==> config.mk <==
export PLATFORM = sky130hd
export DESIGN_NAME = line_modes
export DESIGN_NICKNAME = d
export VERILOG_FILES = /design/src/design/line_modes_pkg.sv /design/src/design/line_modes.sv
export SDC_FILE = /design/constraint.sdc
export NUM_CORES = 1
export LEC_CHECK = 0
export BUFFER_PORTS_ARGS = -buffer_cell sky130_fd_sc_hd__buf_4
export CAP_MARGIN = 5
export CORE_MARGIN = 2
export CORE_UTILIZATION = 50
export DETAILED_ROUTE_END_ITERATION = 10
export GPL_TIMING_DRIVEN = 0
export HOLD_SLACK_MARGIN = 0.03
export PLACE_DENSITY_LB_ADDON = 0.3
export SYNTH_ARGS = -nofsm -noshare
export SYNTH_HDL_FRONTEND = slang
export SYNTH_SLANG_ARGS = --single-unit
==> constraint.sdc <==
create_clock -name pclk -period 6.1 [get_ports pclk]
set_input_delay 0.305 -clock pclk [delete_from_list [all_inputs] [get_ports pclk]]
set_output_delay 0.305 -clock pclk [all_outputs]
set_load 0.005 [all_outputs]
==> src/design/line_modes_pkg.sv <==
// package for the serial line-mode block: register map, fields, reset values
package line_modes_pkg;

  // ---------------------------------------------------------------
  // register byte offsets
  // ---------------------------------------------------------------
  localparam logic [7:0] CONTROL_REG_OFF      = 8'h00;
  localparam logic [7:0] MODE_REG_OFF         = 8'h04;
  localparam logic [7:0] CHANNEL_STATUS_OFF   = 8'h14;
  localparam logic [7:0] TIMEGUARD_REG_OFF    = 8'h28;
  localparam logic [7:0] CARD_CLOCK_RATIO_OFF = 8'h40;
  localparam logic [7:0] IR_FILTER_REG_OFF    = 8'h4C;
  localparam logic [7:0] BAUD_DIVISOR_OFF     = 8'h20;

  // ---------------------------------------------------------------
  // field positions
  // ---------------------------------------------------------------
  localparam int OP_MODE_LSB        = 0;   // 4-bit operating mode
  localparam int CHAN_MODE_LSB      = 14;  // 2-bit channel test mode
  localparam int TERM_READY_ON_BIT  = 16;
  localparam int TERM_READY_OFF_BIT = 17;
  localparam int RING_CHG_BIT       = 16;
  localparam int SET_READY_CHG_BIT  = 17;
  localparam int CARRIER_CHG_BIT    = 18;
  localparam int CTS_CHG_BIT        = 19;
  localparam int RING_LVL_BIT       = 20;
  localparam int SET_READY_LVL_BIT  = 21;
  localparam int CARRIER_LVL_BIT    = 22;
  localparam int CTS_LVL_BIT        = 23;
  localparam int TX_EMPTY_BIT       = 9;

  // ---------------------------------------------------------------
  // reset values
  // ---------------------------------------------------------------
  localparam logic [31:0] MODE_RST        = 32'h0000_0000;
  localparam logic [15:0] CLOCK_RATIO_RST = 16'h0174;
  localparam logic [7:0]  IR_FILTER_RST   = 8'h00;
  localparam logic [15:0] DIVISOR_RST     = 16'h0000;
  localparam logic [7:0]  TIMEGUARD_RST   = 8'h00;

  // ---------------------------------------------------------------
  // encodings and constants
  // ---------------------------------------------------------------
  localparam logic [3:0] OP_NORMAL = 4'h0;
  localparam logic [3:0] OP_RS485  = 4'h1;
  localparam logic [3:0] OP_MODEM  = 4'h3;
  localparam logic [3:0] OP_IRDA   = 4'h8;
  localparam logic [1:0] CH_NORMAL = 2'h0;
  localparam logic [1:0] CH_ECHO   = 2'h1;
  localparam logic [1:0] CH_LOCAL  = 2'h2;
  localparam logic [1:0] CH_REMOTE = 2'h3;
  localparam int SAMPLES_PER_BIT   = 16;
  localparam int PULSE_SAMPLES     = 3;    // 3/16 of a bit

  // modem inputs carried together
  typedef struct packed {
    logic ring;
    logic set_ready;
    logic carrier;
    logic clear_to_send;
  } modem_in_t;

  typedef enum logic [2:0] {
    DM_IDLE  = 3'b001,
    DM_COUNT = 3'b010,
    DM_LOW   = 3'b100
  } demod_state_t;

endpackage : line_modes_pkg

==> src/design/line_modes.sv <==
// line-mode logic: infrared codec, rs485 driver enable, modem control, test loops
//
// Local design decisions: the address map and register access over APB.
`timescale 1ns/1ps
module line_modes
  import line_modes_pkg::*;
(
  input  wire logic        pclk,          // master clock, 20 MHz
  input  wire logic        presetn,       // async reset, active low
  input  wire logic        psel,          // apb select
  input  wire logic        penable,       // apb access phase
  input  wire logic        pwrite,        // apb direction
  input  wire logic [7:0]  paddr,         // apb byte address
  input  wire logic [31:0] pwdata,        // apb write data
  output logic      [31:0] prdata,        // apb read data
  output logic             pready,        // apb ready
  output logic             pslverr,       // apb error, unmapped
  input  wire logic        core_txd,      // transmitter serial output
  input  wire logic        tx_empty,      // transmitter empty flag
  input  wire logic        tx_busy_char,  // character in progress
  input  wire logic        timeguard_run, // timeguard counting
  output logic             core_rxd,      // receiver serial input
  output logic             tx_allow,      // transmitter may start
  output logic             rx_enable_ok,  // receiver usable
  input  wire logic        rxd_pin,       // receive pin
  output logic             txd_pin,       // transmit pin
  output logic             rts_n_pin,     // request to send, active low
  output logic             dtr_n_pin,     // terminal ready, active low
  input  wire modem_in_t   modem_n_pin    // modem inputs, active low
);

  // ---------------------------------------------------------------
  // registers
  // ---------------------------------------------------------------
  logic [31:0]  mode_ff;
  logic [15:0]  ratio_ff;
  logic [7:0]   filter_ff;
  logic [15:0]  divisor_ff;
  logic [7:0]   guard_ff;
  logic         dtr_n_ff;
  logic [3:0]   chg_ff;
  logic [3:0]   nxt_chg;
  logic [1:0]   rx_sync_ff;
  logic [3:0]   m_sync0_ff, m_sync1_ff, m_last_ff;
  logic [3:0]   op_mode;
  logic [1:0]   ch_mode;
  logic         wr_en, rd_en, rd_status, mapped;
  logic         irda, rx_line;

  assign op_mode   = mode_ff[OP_MODE_LSB +: 4];
  assign ch_mode   = mode_ff[CHAN_MODE_LSB +: 2];
  assign irda      = (op_mode == OP_IRDA);
  assign wr_en     = psel && penable && pwrite;
  assign rd_en     = psel && penable && !pwrite;
  assign rd_status = rd_en && (paddr == CHANNEL_STATUS_OFF);
  assign pready    = 1'b1;

  // address decode
  always_comb begin
    case (paddr)
      CONTROL_REG_OFF, MODE_REG_OFF, CHANNEL_STATUS_OFF, TIMEGUARD_REG_OFF,
      CARD_CLOCK_RATIO_OFF, IR_FILTER_REG_OFF, BAUD_DIVISOR_OFF: mapped = 1'b1;
      default: mapped = 1'b0;
    endcase
  end
  assign pslverr = psel && penable && !mapped;

  // ---------------------------------------------------------------
  // software registers
  // ---------------------------------------------------------------
  always_ff @(posedge pclk or negedge presetn) begin
    if (!presetn) begin
      mode_ff    <= MODE_RST;
      ratio_ff   <= CLOCK_RATIO_RST;
      filter_ff  <= IR_FILTER_RST;
      divisor_ff <= DIVISOR_RST;
      guard_ff   <= TIMEGUARD_RST;
    end else if (wr_en) begin
      case (paddr)
        MODE_REG_OFF:         mode_ff    <= pwdata;
        CARD_CLOCK_RATIO_OFF: ratio_ff   <= pwdata[15:0];   // stored and read back only, unused by the irda logic
        IR_FILTER_REG_OFF:    filter_ff  <= pwdata[7:0];
        BAUD_DIVISOR_OFF:     divisor_ff <= pwdata[15:0];
        TIMEGUARD_REG_OFF:    guard_ff   <= pwdata[7:0];
        default: ;
      endcase
    end
  end

  // terminal-ready pin from control commands, off wins
  always_ff @(posedge pclk or negedge presetn) begin
    if (!presetn) begin
      dtr_n_ff <= 1'b1;
    end else if (wr_en && paddr == CONTROL_REG_OFF) begin
      if (pwdata[TERM_READY_OFF_BIT]) begin
        dtr_n_ff <= 1'b1;
      end else if (pwdata[TERM_READY_ON_BIT]) begin
        dtr_n_ff <= 1'b0;
      end
    end
  end
  assign dtr_n_pin = dtr_n_ff;

  // ---------------------------------------------------------------
  // modem input sync and change flags
  // ---------------------------------------------------------------
  always_ff @(posedge pclk or negedge presetn) begin
    if (!presetn) begin
      m_sync0_ff <= 4'hF;
      m_sync1_ff <= 4'hF;
      m_last_ff  <= 4'hF;
      rx_sync_ff <= 2'b11;
    end else begin
      m_sync0_ff <= modem_n_pin;
      m_sync1_ff <= m_sync0_ff;
      m_last_ff  <= m_sync1_ff;
      rx_sync_ff <= {rx_sync_ff[0], rxd_pin};
    end
  end
  assign rx_line = rx_sync_ff[1];

  // set wins over the read clear
  always_comb begin
    nxt_chg = rd_status ? 4'h0 : chg_ff;
    if (op_mode == OP_MODEM) begin
      nxt_chg = nxt_chg | (m_sync1_ff ^ m_last_ff);
    end
  end
  always_ff @(posedge pclk or negedge presetn) begin
    if (!presetn) begin
      chg_ff <= 4'h0;
    end else begin
      chg_ff <= nxt_chg;
    end
  end

  // read data
  always_comb begin
    prdata = 32'h0000_0000;
    if (rd_en) begin
      case (paddr)
        MODE_REG_OFF:         prdata = mode_ff;
        CARD_CLOCK_RATIO_OFF: prdata = {16'h0000, ratio_ff};
        IR_FILTER_REG_OFF:    prdata = {24'h00_0000, filter_ff};
        BAUD_DIVISOR_OFF:     prdata = {16'h0000, divisor_ff};
        TIMEGUARD_REG_OFF:    prdata = {24'h00_0000, guard_ff};
        CHANNEL_STATUS_OFF: begin
          prdata[RING_CHG_BIT]      = chg_ff[3];
          prdata[SET_READY_CHG_BIT] = chg_ff[2];
          prdata[CARRIER_CHG_BIT]   = chg_ff[1];
          prdata[CTS_CHG_BIT]       = chg_ff[0];
          prdata[RING_LVL_BIT]      = m_sync1_ff[3];
          prdata[SET_READY_LVL_BIT] = m_sync1_ff[2];
          prdata[CARRIER_LVL_BIT]   = m_sync1_ff[1];
          prdata[CTS_LVL_BIT]       = m_sync1_ff[0];
          prdata[TX_EMPTY_BIT]      = tx_empty;
        end
        default: prdata = 32'h0000_0000;
      endcase
    end
  end

  // ---------------------------------------------------------------
  // modulator: pulse on zero bits, 3 of 16 samples
  // ---------------------------------------------------------------
  // sample divider restarts on every bit edge, so the pulse width
  // never depends on where a free-running divider happened to stand
  logic [15:0] mod_div_ff;
  logic [3:0]  samp_ff;
  logic        core_txd_q_ff, ir_tx_ff;
  logic        tx_edge;
  assign tx_edge = (core_txd != core_txd_q_ff);
  always_ff @(posedge pclk or negedge presetn) begin
    if (!presetn) begin
      mod_div_ff    <= DIVISOR_RST;
      samp_ff       <= 4'h0;
      core_txd_q_ff <= 1'b1;
      ir_tx_ff      <= 1'b0;
    end else begin
      core_txd_q_ff <= core_txd;
      if (tx_edge) begin
        mod_div_ff <= divisor_ff;
        samp_ff    <= 4'h0;                                       // bit edge realigns
      end else if (mod_div_ff == 16'h0000) begin
        mod_div_ff <= divisor_ff;
        samp_ff    <= samp_ff + 4'h1;                             // wraps once per bit
      end else begin
        mod_div_ff <= mod_div_ff - 16'h0001;
      end
      ir_tx_ff <= !core_txd && !tx_edge && (samp_ff < 4'(PULSE_SAMPLES));
    end
  end

  // ---------------------------------------------------------------
  // demodulator filter
  // ---------------------------------------------------------------
  demod_state_t dm_ff;
  logic [7:0]   filt_cnt_ff;
  logic [7:0]   low_cnt_ff;
  logic [15:0]  low_div_ff;  // sample divider of the forced low bit
  logic         rx_prev_ff;
  always_ff @(posedge pclk or negedge presetn) begin
    if (!presetn) begin
      dm_ff       <= DM_IDLE;
      filt_cnt_ff <= 8'h00;
      low_cnt_ff  <= 8'h00;
      low_div_ff  <= DIVISOR_RST;
      rx_prev_ff  <= 1'b1;
    end else begin
      rx_prev_ff <= rx_line;
      case (dm_ff)
        DM_IDLE: begin
          filt_cnt_ff <= filter_ff;
          if (irda && rx_prev_ff && !rx_line) begin
            dm_ff <= DM_COUNT;
          end
        end
        DM_COUNT: begin
          if (!rx_prev_ff && rx_line) begin
            filt_cnt_ff <= filter_ff;
            dm_ff       <= DM_IDLE;
          end else if (filt_cnt_ff == 8'h00) begin
            low_cnt_ff <= 8'h00;
            low_div_ff <= divisor_ff;                             // bit timed from expiry
            dm_ff      <= DM_LOW;
          end else begin
            filt_cnt_ff <= filt_cnt_ff - 8'h01;
          end
        end
        DM_LOW: begin
          if (low_div_ff == 16'h0000) begin
            low_div_ff <= divisor_ff;
            low_cnt_ff <= low_cnt_ff + 8'h01;
            if (low_cnt_ff == 8'(SAMPLES_PER_BIT - 1)) begin
              dm_ff <= DM_IDLE;
            end
          end else begin
            low_div_ff <= low_div_ff - 16'h0001;
          end
        end
        default: dm_ff <= DM_IDLE;
      endcase
    end
  end

  // ---------------------------------------------------------------
  // channel routing and line control
  // ---------------------------------------------------------------
  logic rx_src, tx_src;
  always_comb begin
    rx_src = irda ? (dm_ff != DM_LOW) : rx_line;
    tx_src = irda ? ir_tx_ff : core_txd;
    case (ch_mode)
      CH_ECHO:   begin core_rxd = rx_src;   txd_pin = rx_line; end
      CH_LOCAL:  begin core_rxd = core_txd; txd_pin = 1'b1;    end
      CH_REMOTE: begin core_rxd = 1'b1;     txd_pin = rx_line; end
      default:   begin core_rxd = rx_src;   txd_pin = tx_src;  end
    endcase
  end
  assign rx_enable_ok = (ch_mode != CH_REMOTE);

  // rts: rs485 pin high enables the line driver while sending or guarding
  always_comb begin
    case (op_mode)
      OP_RS485: rts_n_pin = !tx_empty || timeguard_run;
      OP_MODEM: rts_n_pin = tx_empty;
      default:  rts_n_pin = 1'b1;
    endcase
  end

  // clear-to-send high blocks new characters only
  assign tx_allow = (ch_mode != CH_REMOTE) &&
                    !(op_mode == OP_MODEM && m_sync1_ff[0] && !tx_busy_char);

  // ---------------------------------------------------------------
  // assertions
  // ---------------------------------------------------------------
  a_chg_read_clear: assert property (@(posedge pclk) disable iff (!presetn)
    rd_status && (m_sync1_ff == m_last_ff) |=> chg_ff == 4'h0)
    else $error("change flags not cleared by read");
  a_chg_set: assert property (@(posedge pclk) disable iff (!presetn)
    op_mode == OP_MODEM && m_sync1_ff[0] != m_last_ff[0] |=> chg_ff[0])
    else $error("change flag not set");
  a_rs485_rts: assert property (@(posedge pclk) disable iff (!presetn)
    op_mode == OP_RS485 && !tx_empty |-> rts_n_pin)
    else $error("rts not driven high in rs485");
  a_rs485_guard: assert property (@(posedge pclk) disable iff (!presetn)
    op_mode == OP_RS485 && timeguard_run |-> rts_n_pin)
    else $error("rts dropped during timeguard");
  a_filter_start: assert property (@(posedge pclk) disable iff (!presetn)
    irda && dm_ff == DM_IDLE && rx_prev_ff && !rx_line |=> dm_ff == DM_COUNT)
    else $error("filter not started on fall");
  a_filter_reload: assert property (@(posedge pclk) disable iff (!presetn)
    dm_ff == DM_COUNT && !rx_prev_ff && rx_line |=> dm_ff == DM_IDLE)
    else $error("filter not stopped on rise");
  a_filter_expire: assert property (@(posedge pclk) disable iff (!presetn)
    dm_ff == DM_COUNT && filt_cnt_ff == 8'h00 && !(rx_line && !rx_prev_ff)
    |=> dm_ff == DM_LOW)
    else $error("filter expiry missed");
  a_demod_exit: assert property (@(posedge pclk) disable iff (!presetn)
    dm_ff == DM_LOW && low_div_ff == 16'h0000 && low_cnt_ff == 8'(SAMPLES_PER_BIT - 1)
    |=> dm_ff == DM_IDLE)
    else $error("forced low bit not ended");
  a_local_idle: assert property (@(posedge pclk) disable iff (!presetn)
    ch_mode == CH_LOCAL |-> txd_pin && core_rxd == core_txd)
    else $error("local loop wrong");
  a_echo_path: assert property (@(posedge pclk) disable iff (!presetn)
    ch_mode == CH_ECHO |-> txd_pin == rx_line)
    else $error("echo path wrong");
  a_remote_loop: assert property (@(posedge pclk) disable iff (!presetn)
    ch_mode == CH_REMOTE |-> txd_pin == rx_line && !tx_allow)
    else $error("remote loop wrong");
  a_cts_finish: assert property (@(posedge pclk) disable iff (!presetn)
    op_mode == OP_MODEM && ch_mode != CH_REMOTE && tx_busy_char |-> tx_allow)
    else $error("character cut by clear-to-send");
  a_dtr_cmd: assert property (@(posedge pclk) disable iff (!presetn)
    wr_en && paddr == CONTROL_REG_OFF && pwdata[TERM_READY_OFF_BIT] |=> dtr_n_pin)
    else $error("dtr off failed");
  a_ir_pulse: assert property (@(posedge pclk) disable iff (!presetn)
    core_txd_q_ff |=> !ir_tx_ff)
    else $error("pulse on one bit");
  c_ir_filter_pass: cover property (@(posedge pclk) dm_ff == DM_LOW);
  c_flag_read: cover property (@(posedge pclk) rd_status && chg_ff != 4'h0);
  c_rs485_tx: cover property (@(posedge pclk) op_mode == OP_RS485 && rts_n_pin);
  c_ir_light: cover property (@(posedge pclk) ir_tx_ff);

endmodule : line_modes

==> results.sh <==
export IMPL_status="finished clean"
export IMPL_synthCells=739
export IMPL_p_total_uw=2419
export IMPL_ys_types=72
export IMPL_cp_max_fo=10
export IMPL_cts_path_max_buffers=2
export IMPL_pre_cts_slack_ps=3262
export IMPL_cts_sinks=157
export IMPL_rows=46
export IMPL_arrival_ps=2600
export IMPL_htree_levels=4
export IMPL_hold_violations=0
export IMPL_p_seq_frac=0.464
export IMPL_path_clk_slew_ps=70
export IMPL_layout_common_cells="dfrtp_1, buf_4, mux2_2"
export IMPL_rsz0062_at_grt="no"
export IMPL_grt_pass1_vias=6193
export IMPL_hold_class="primary input to flip-flop"
export IMPL_fin_tns_setup_ps=0
export IMPL_period_needed_ps=2903
export IMPL_synth_area_per_cell_sq_um=10.75
export IMPL_ys_warn_count=0
export IMPL_cts_tree="built"
export IMPL_layout_commonest_cell="dfrtp_1"
export IMPL_swShare=0.2818
export IMPL_numCtsBuffers=17
export IMPL_fmax_ghz=0.3444
export IMPL_io_buffers=88
export IMPL_holdBufCountCts=7
export IMPL_crit_type="primary input to primary output"
export IMPL_grt_pass1_wl_mm=32.36
export IMPL_wirelength_mm=19.93
export IMPL_maxCapViolations=0
export IMPL_grt_total_usage=0.2501
export IMPL_fp_dieH_um=130.1
export IMPL_rrSetupSlack_ps=3410
export IMPL_die_x_um=130.1
export IMPL_ys_flop_type="dfrtp_1"
export IMPL_dr_pass1_iters=5
export IMPL_skew_ps=7.069
export IMPL_start_util=0.5057
export IMPL_grt_overflow_total=0
export IMPL_synth_compound_area_share=0.1512
export IMPL_worstSetupStartpointType="primary input"
export IMPL_p_int_uw=1737
export IMPL_first_iter_violations=440
export IMPL_p_switching_uw=681.6
export IMPL_postRouteAntennaNets=0
export IMPL_slew_headroom=0.3494
export IMPL_io_pins=94
export IMPL_wl_per_cell_um=18.38
export IMPL_place_gp_congestion=0.8693
export IMPL_vias=6336
export IMPL_crit_path_end_kind="primary output"
export IMPL_core_region_area_sq_um=15710
export IMPL_die_area_sq_um=16920
export IMPL_viasPerCell=5.845
export IMPL_ys_ff_latch=157
export IMPL_grt_start_max_net_pins=88
export IMPL_synth_mux_area_frac=0.1252
export IMPL_synthAdderAreaFrac=0.01417
export IMPL_dpl_hpwl_mm=14.09
export IMPL_area_delta_synth_final_pct=20.78
export IMPL_worstSkewPairLatency_ps=440
export IMPL_synth_edff_count=0
export IMPL_layout_drive_gt1_share=0.3053
export IMPL_p_leak_uw=0.004405
export IMPL_power_frac_clock=0.444
export IMPL_p_comb_frac=0.092
export IMPL_worst_slew_pin_slew_ps=962.3
export IMPL_ctsRootBufferMaster="clkbuf_16"
export IMPL_setup_slack_ps=3197
export IMPL_antenna_found_initial=0
export IMPL_n_antenna_cell=0
export IMPL_maxSlewViolCount=0
export IMPL_multi_input_area_sq_um=3751
export IMPL_ys_async_sr_fraction=1.000
export IMPL_ff_latch_area_sq_um=3958
export IMPL_postCtsSetupBuffers=0
export IMPL_synth_net_count=802
export IMPL_nets=918
export IMPL_fillers=1327
export IMPL_remaining_drc_errors=0
export IMPL_synth_top_family_by_area="simple AND/OR/NAND/NOR gates"
export IMPL_worstPathRequired_ps=5790
export IMPL_yosys_area_share_xor_xnor=0.02315
export IMPL_yosysSeqAreaShare=0.4980
export IMPL_netlist_area_sq_um=7946
export IMPL_timing_final_crit_share=0.4760
export IMPL_synthSimpleGateAreaFrac=0.1579
export IMPL_power_density_nw_per_um2=252.0
export IMPL_peakVddDrop_v=0.0002256
export IMPL_cts_resized=0
export IMPL_setup_viol=0
-- power groups by stage --
stage	Combinational, uW	Sequential [uW]	Clock (uW)
finish	223	1120	1070
global route	248	1130	1140
CTS	223	1120	1100
detailed placement	218	1140	0
global placement	211	1140	0
floorplan	130	1130	0
-- worst paths after layout --
path                                   to            from  cells past startpoint
min in group asynchronous  filt_cnt_ff[7]         presetn                      2
max reg2reg                low_div_ff[11]  filt_cnt_ff[0]                      7
max in group asynchronous   core_txd_q_ff         presetn                      3
max                             prdata[3]        paddr[6]                      9
min                           mode_ff[31]      pwdata[31]                      2
min reg2reg                 m_sync1_ff[3]   m_sync0_ff[3]                      0
-- metal layers --
metal | track usage | vias to the layer above | wire length, um
met1 | 0.3483 | 3154 | 9198
met4 | 0.09614 | 0 | 485
met2 | 0.3825 | 168 | 9111
met5 | 0 | - | 0
met3 | 0.05822 | 35 | 1133
li1 | - | 2979 | -
-- through the flow --
stage | area (sq um) | hold slack, ps | instances | util
final | 9598 | 89.07 | 1084 | 0.6108
after global routing | 9598 | 73.84 | 1084 | 0.6108
after global placement | 8877 | 345.4 | 1043 | 0.5650
after floorplan | 7946 | 9.409 | 739 | -
after detailed placement | 8914 | 346.8 | 1045 | 0.5673
after CTS | 9598 | 72.84 | 1084 | 0.6108
-- synthesized netlist by cell type, types with 14 or more instances --
cell type	number	area share
mux2_2	83	0.12
nand2_1	51	0.024
nand3_1	14	0.0088
nor2_1	58	0.027
o21ai_0	37	0.023
a22oi_1	16	0.015
clkbuf_1	21	0.0099
a22o_1	30	0.033
a21oi_1	39	0.025
dfrtp_1	134	0.42
and3_1	16	0.013
dfstp_2	23	0.076
nor3_1	18	0.011
-- sequential cells by signal (all words and copies together) (netlist names), 8 cells and up --
signal       flops
mode_ff         32
divisor_ff      16
low_div_ff      16
mod_div_ff      16
ratio_ff        16
filt_cnt_ff      8
filter_ff        8
guard_ff         8
low_cnt_ff       8
-- worst max-delay path, stage by stage --
cell	delay, ps
clkbuf_1	170
or3_1	400
nor4_4	280
and3b_1	200
buf_2	220
clkbuf_1	450
nand2_1	150
a21oi_1	240
buf_4	160
-- cells by family (layout without fill, tap and decap cells) --
group / count (synthesis) / in the layout
buffers and inverters: 51 / 180
flip-flops: 157 / 157
AND/OR/NAND/NOR: 233 / 233
XOR/XNOR: 21 / 21
adder cells (fa/ha/maj): 9 / 9
multiplexers: 89 / 89
other: 1 / 1
AO/OA/AOI/OAI: 178 / 178
-- cell type report --
class | count | area share
Buffer | 40 | 0.02047
Clock buffer | 17 | 0.04432
Clock inverter | 15 | 0.01968
Inverter | 11 | 0.004302
Multi-Input combinational cell | 531 | 0.3908
Sequential cell | 157 | 0.4123
Tap cell | 216 | 0.02816
Timing Repair Buffer | 97 | 0.07991
No activity file was read; power rests on OpenSTA's default activity.
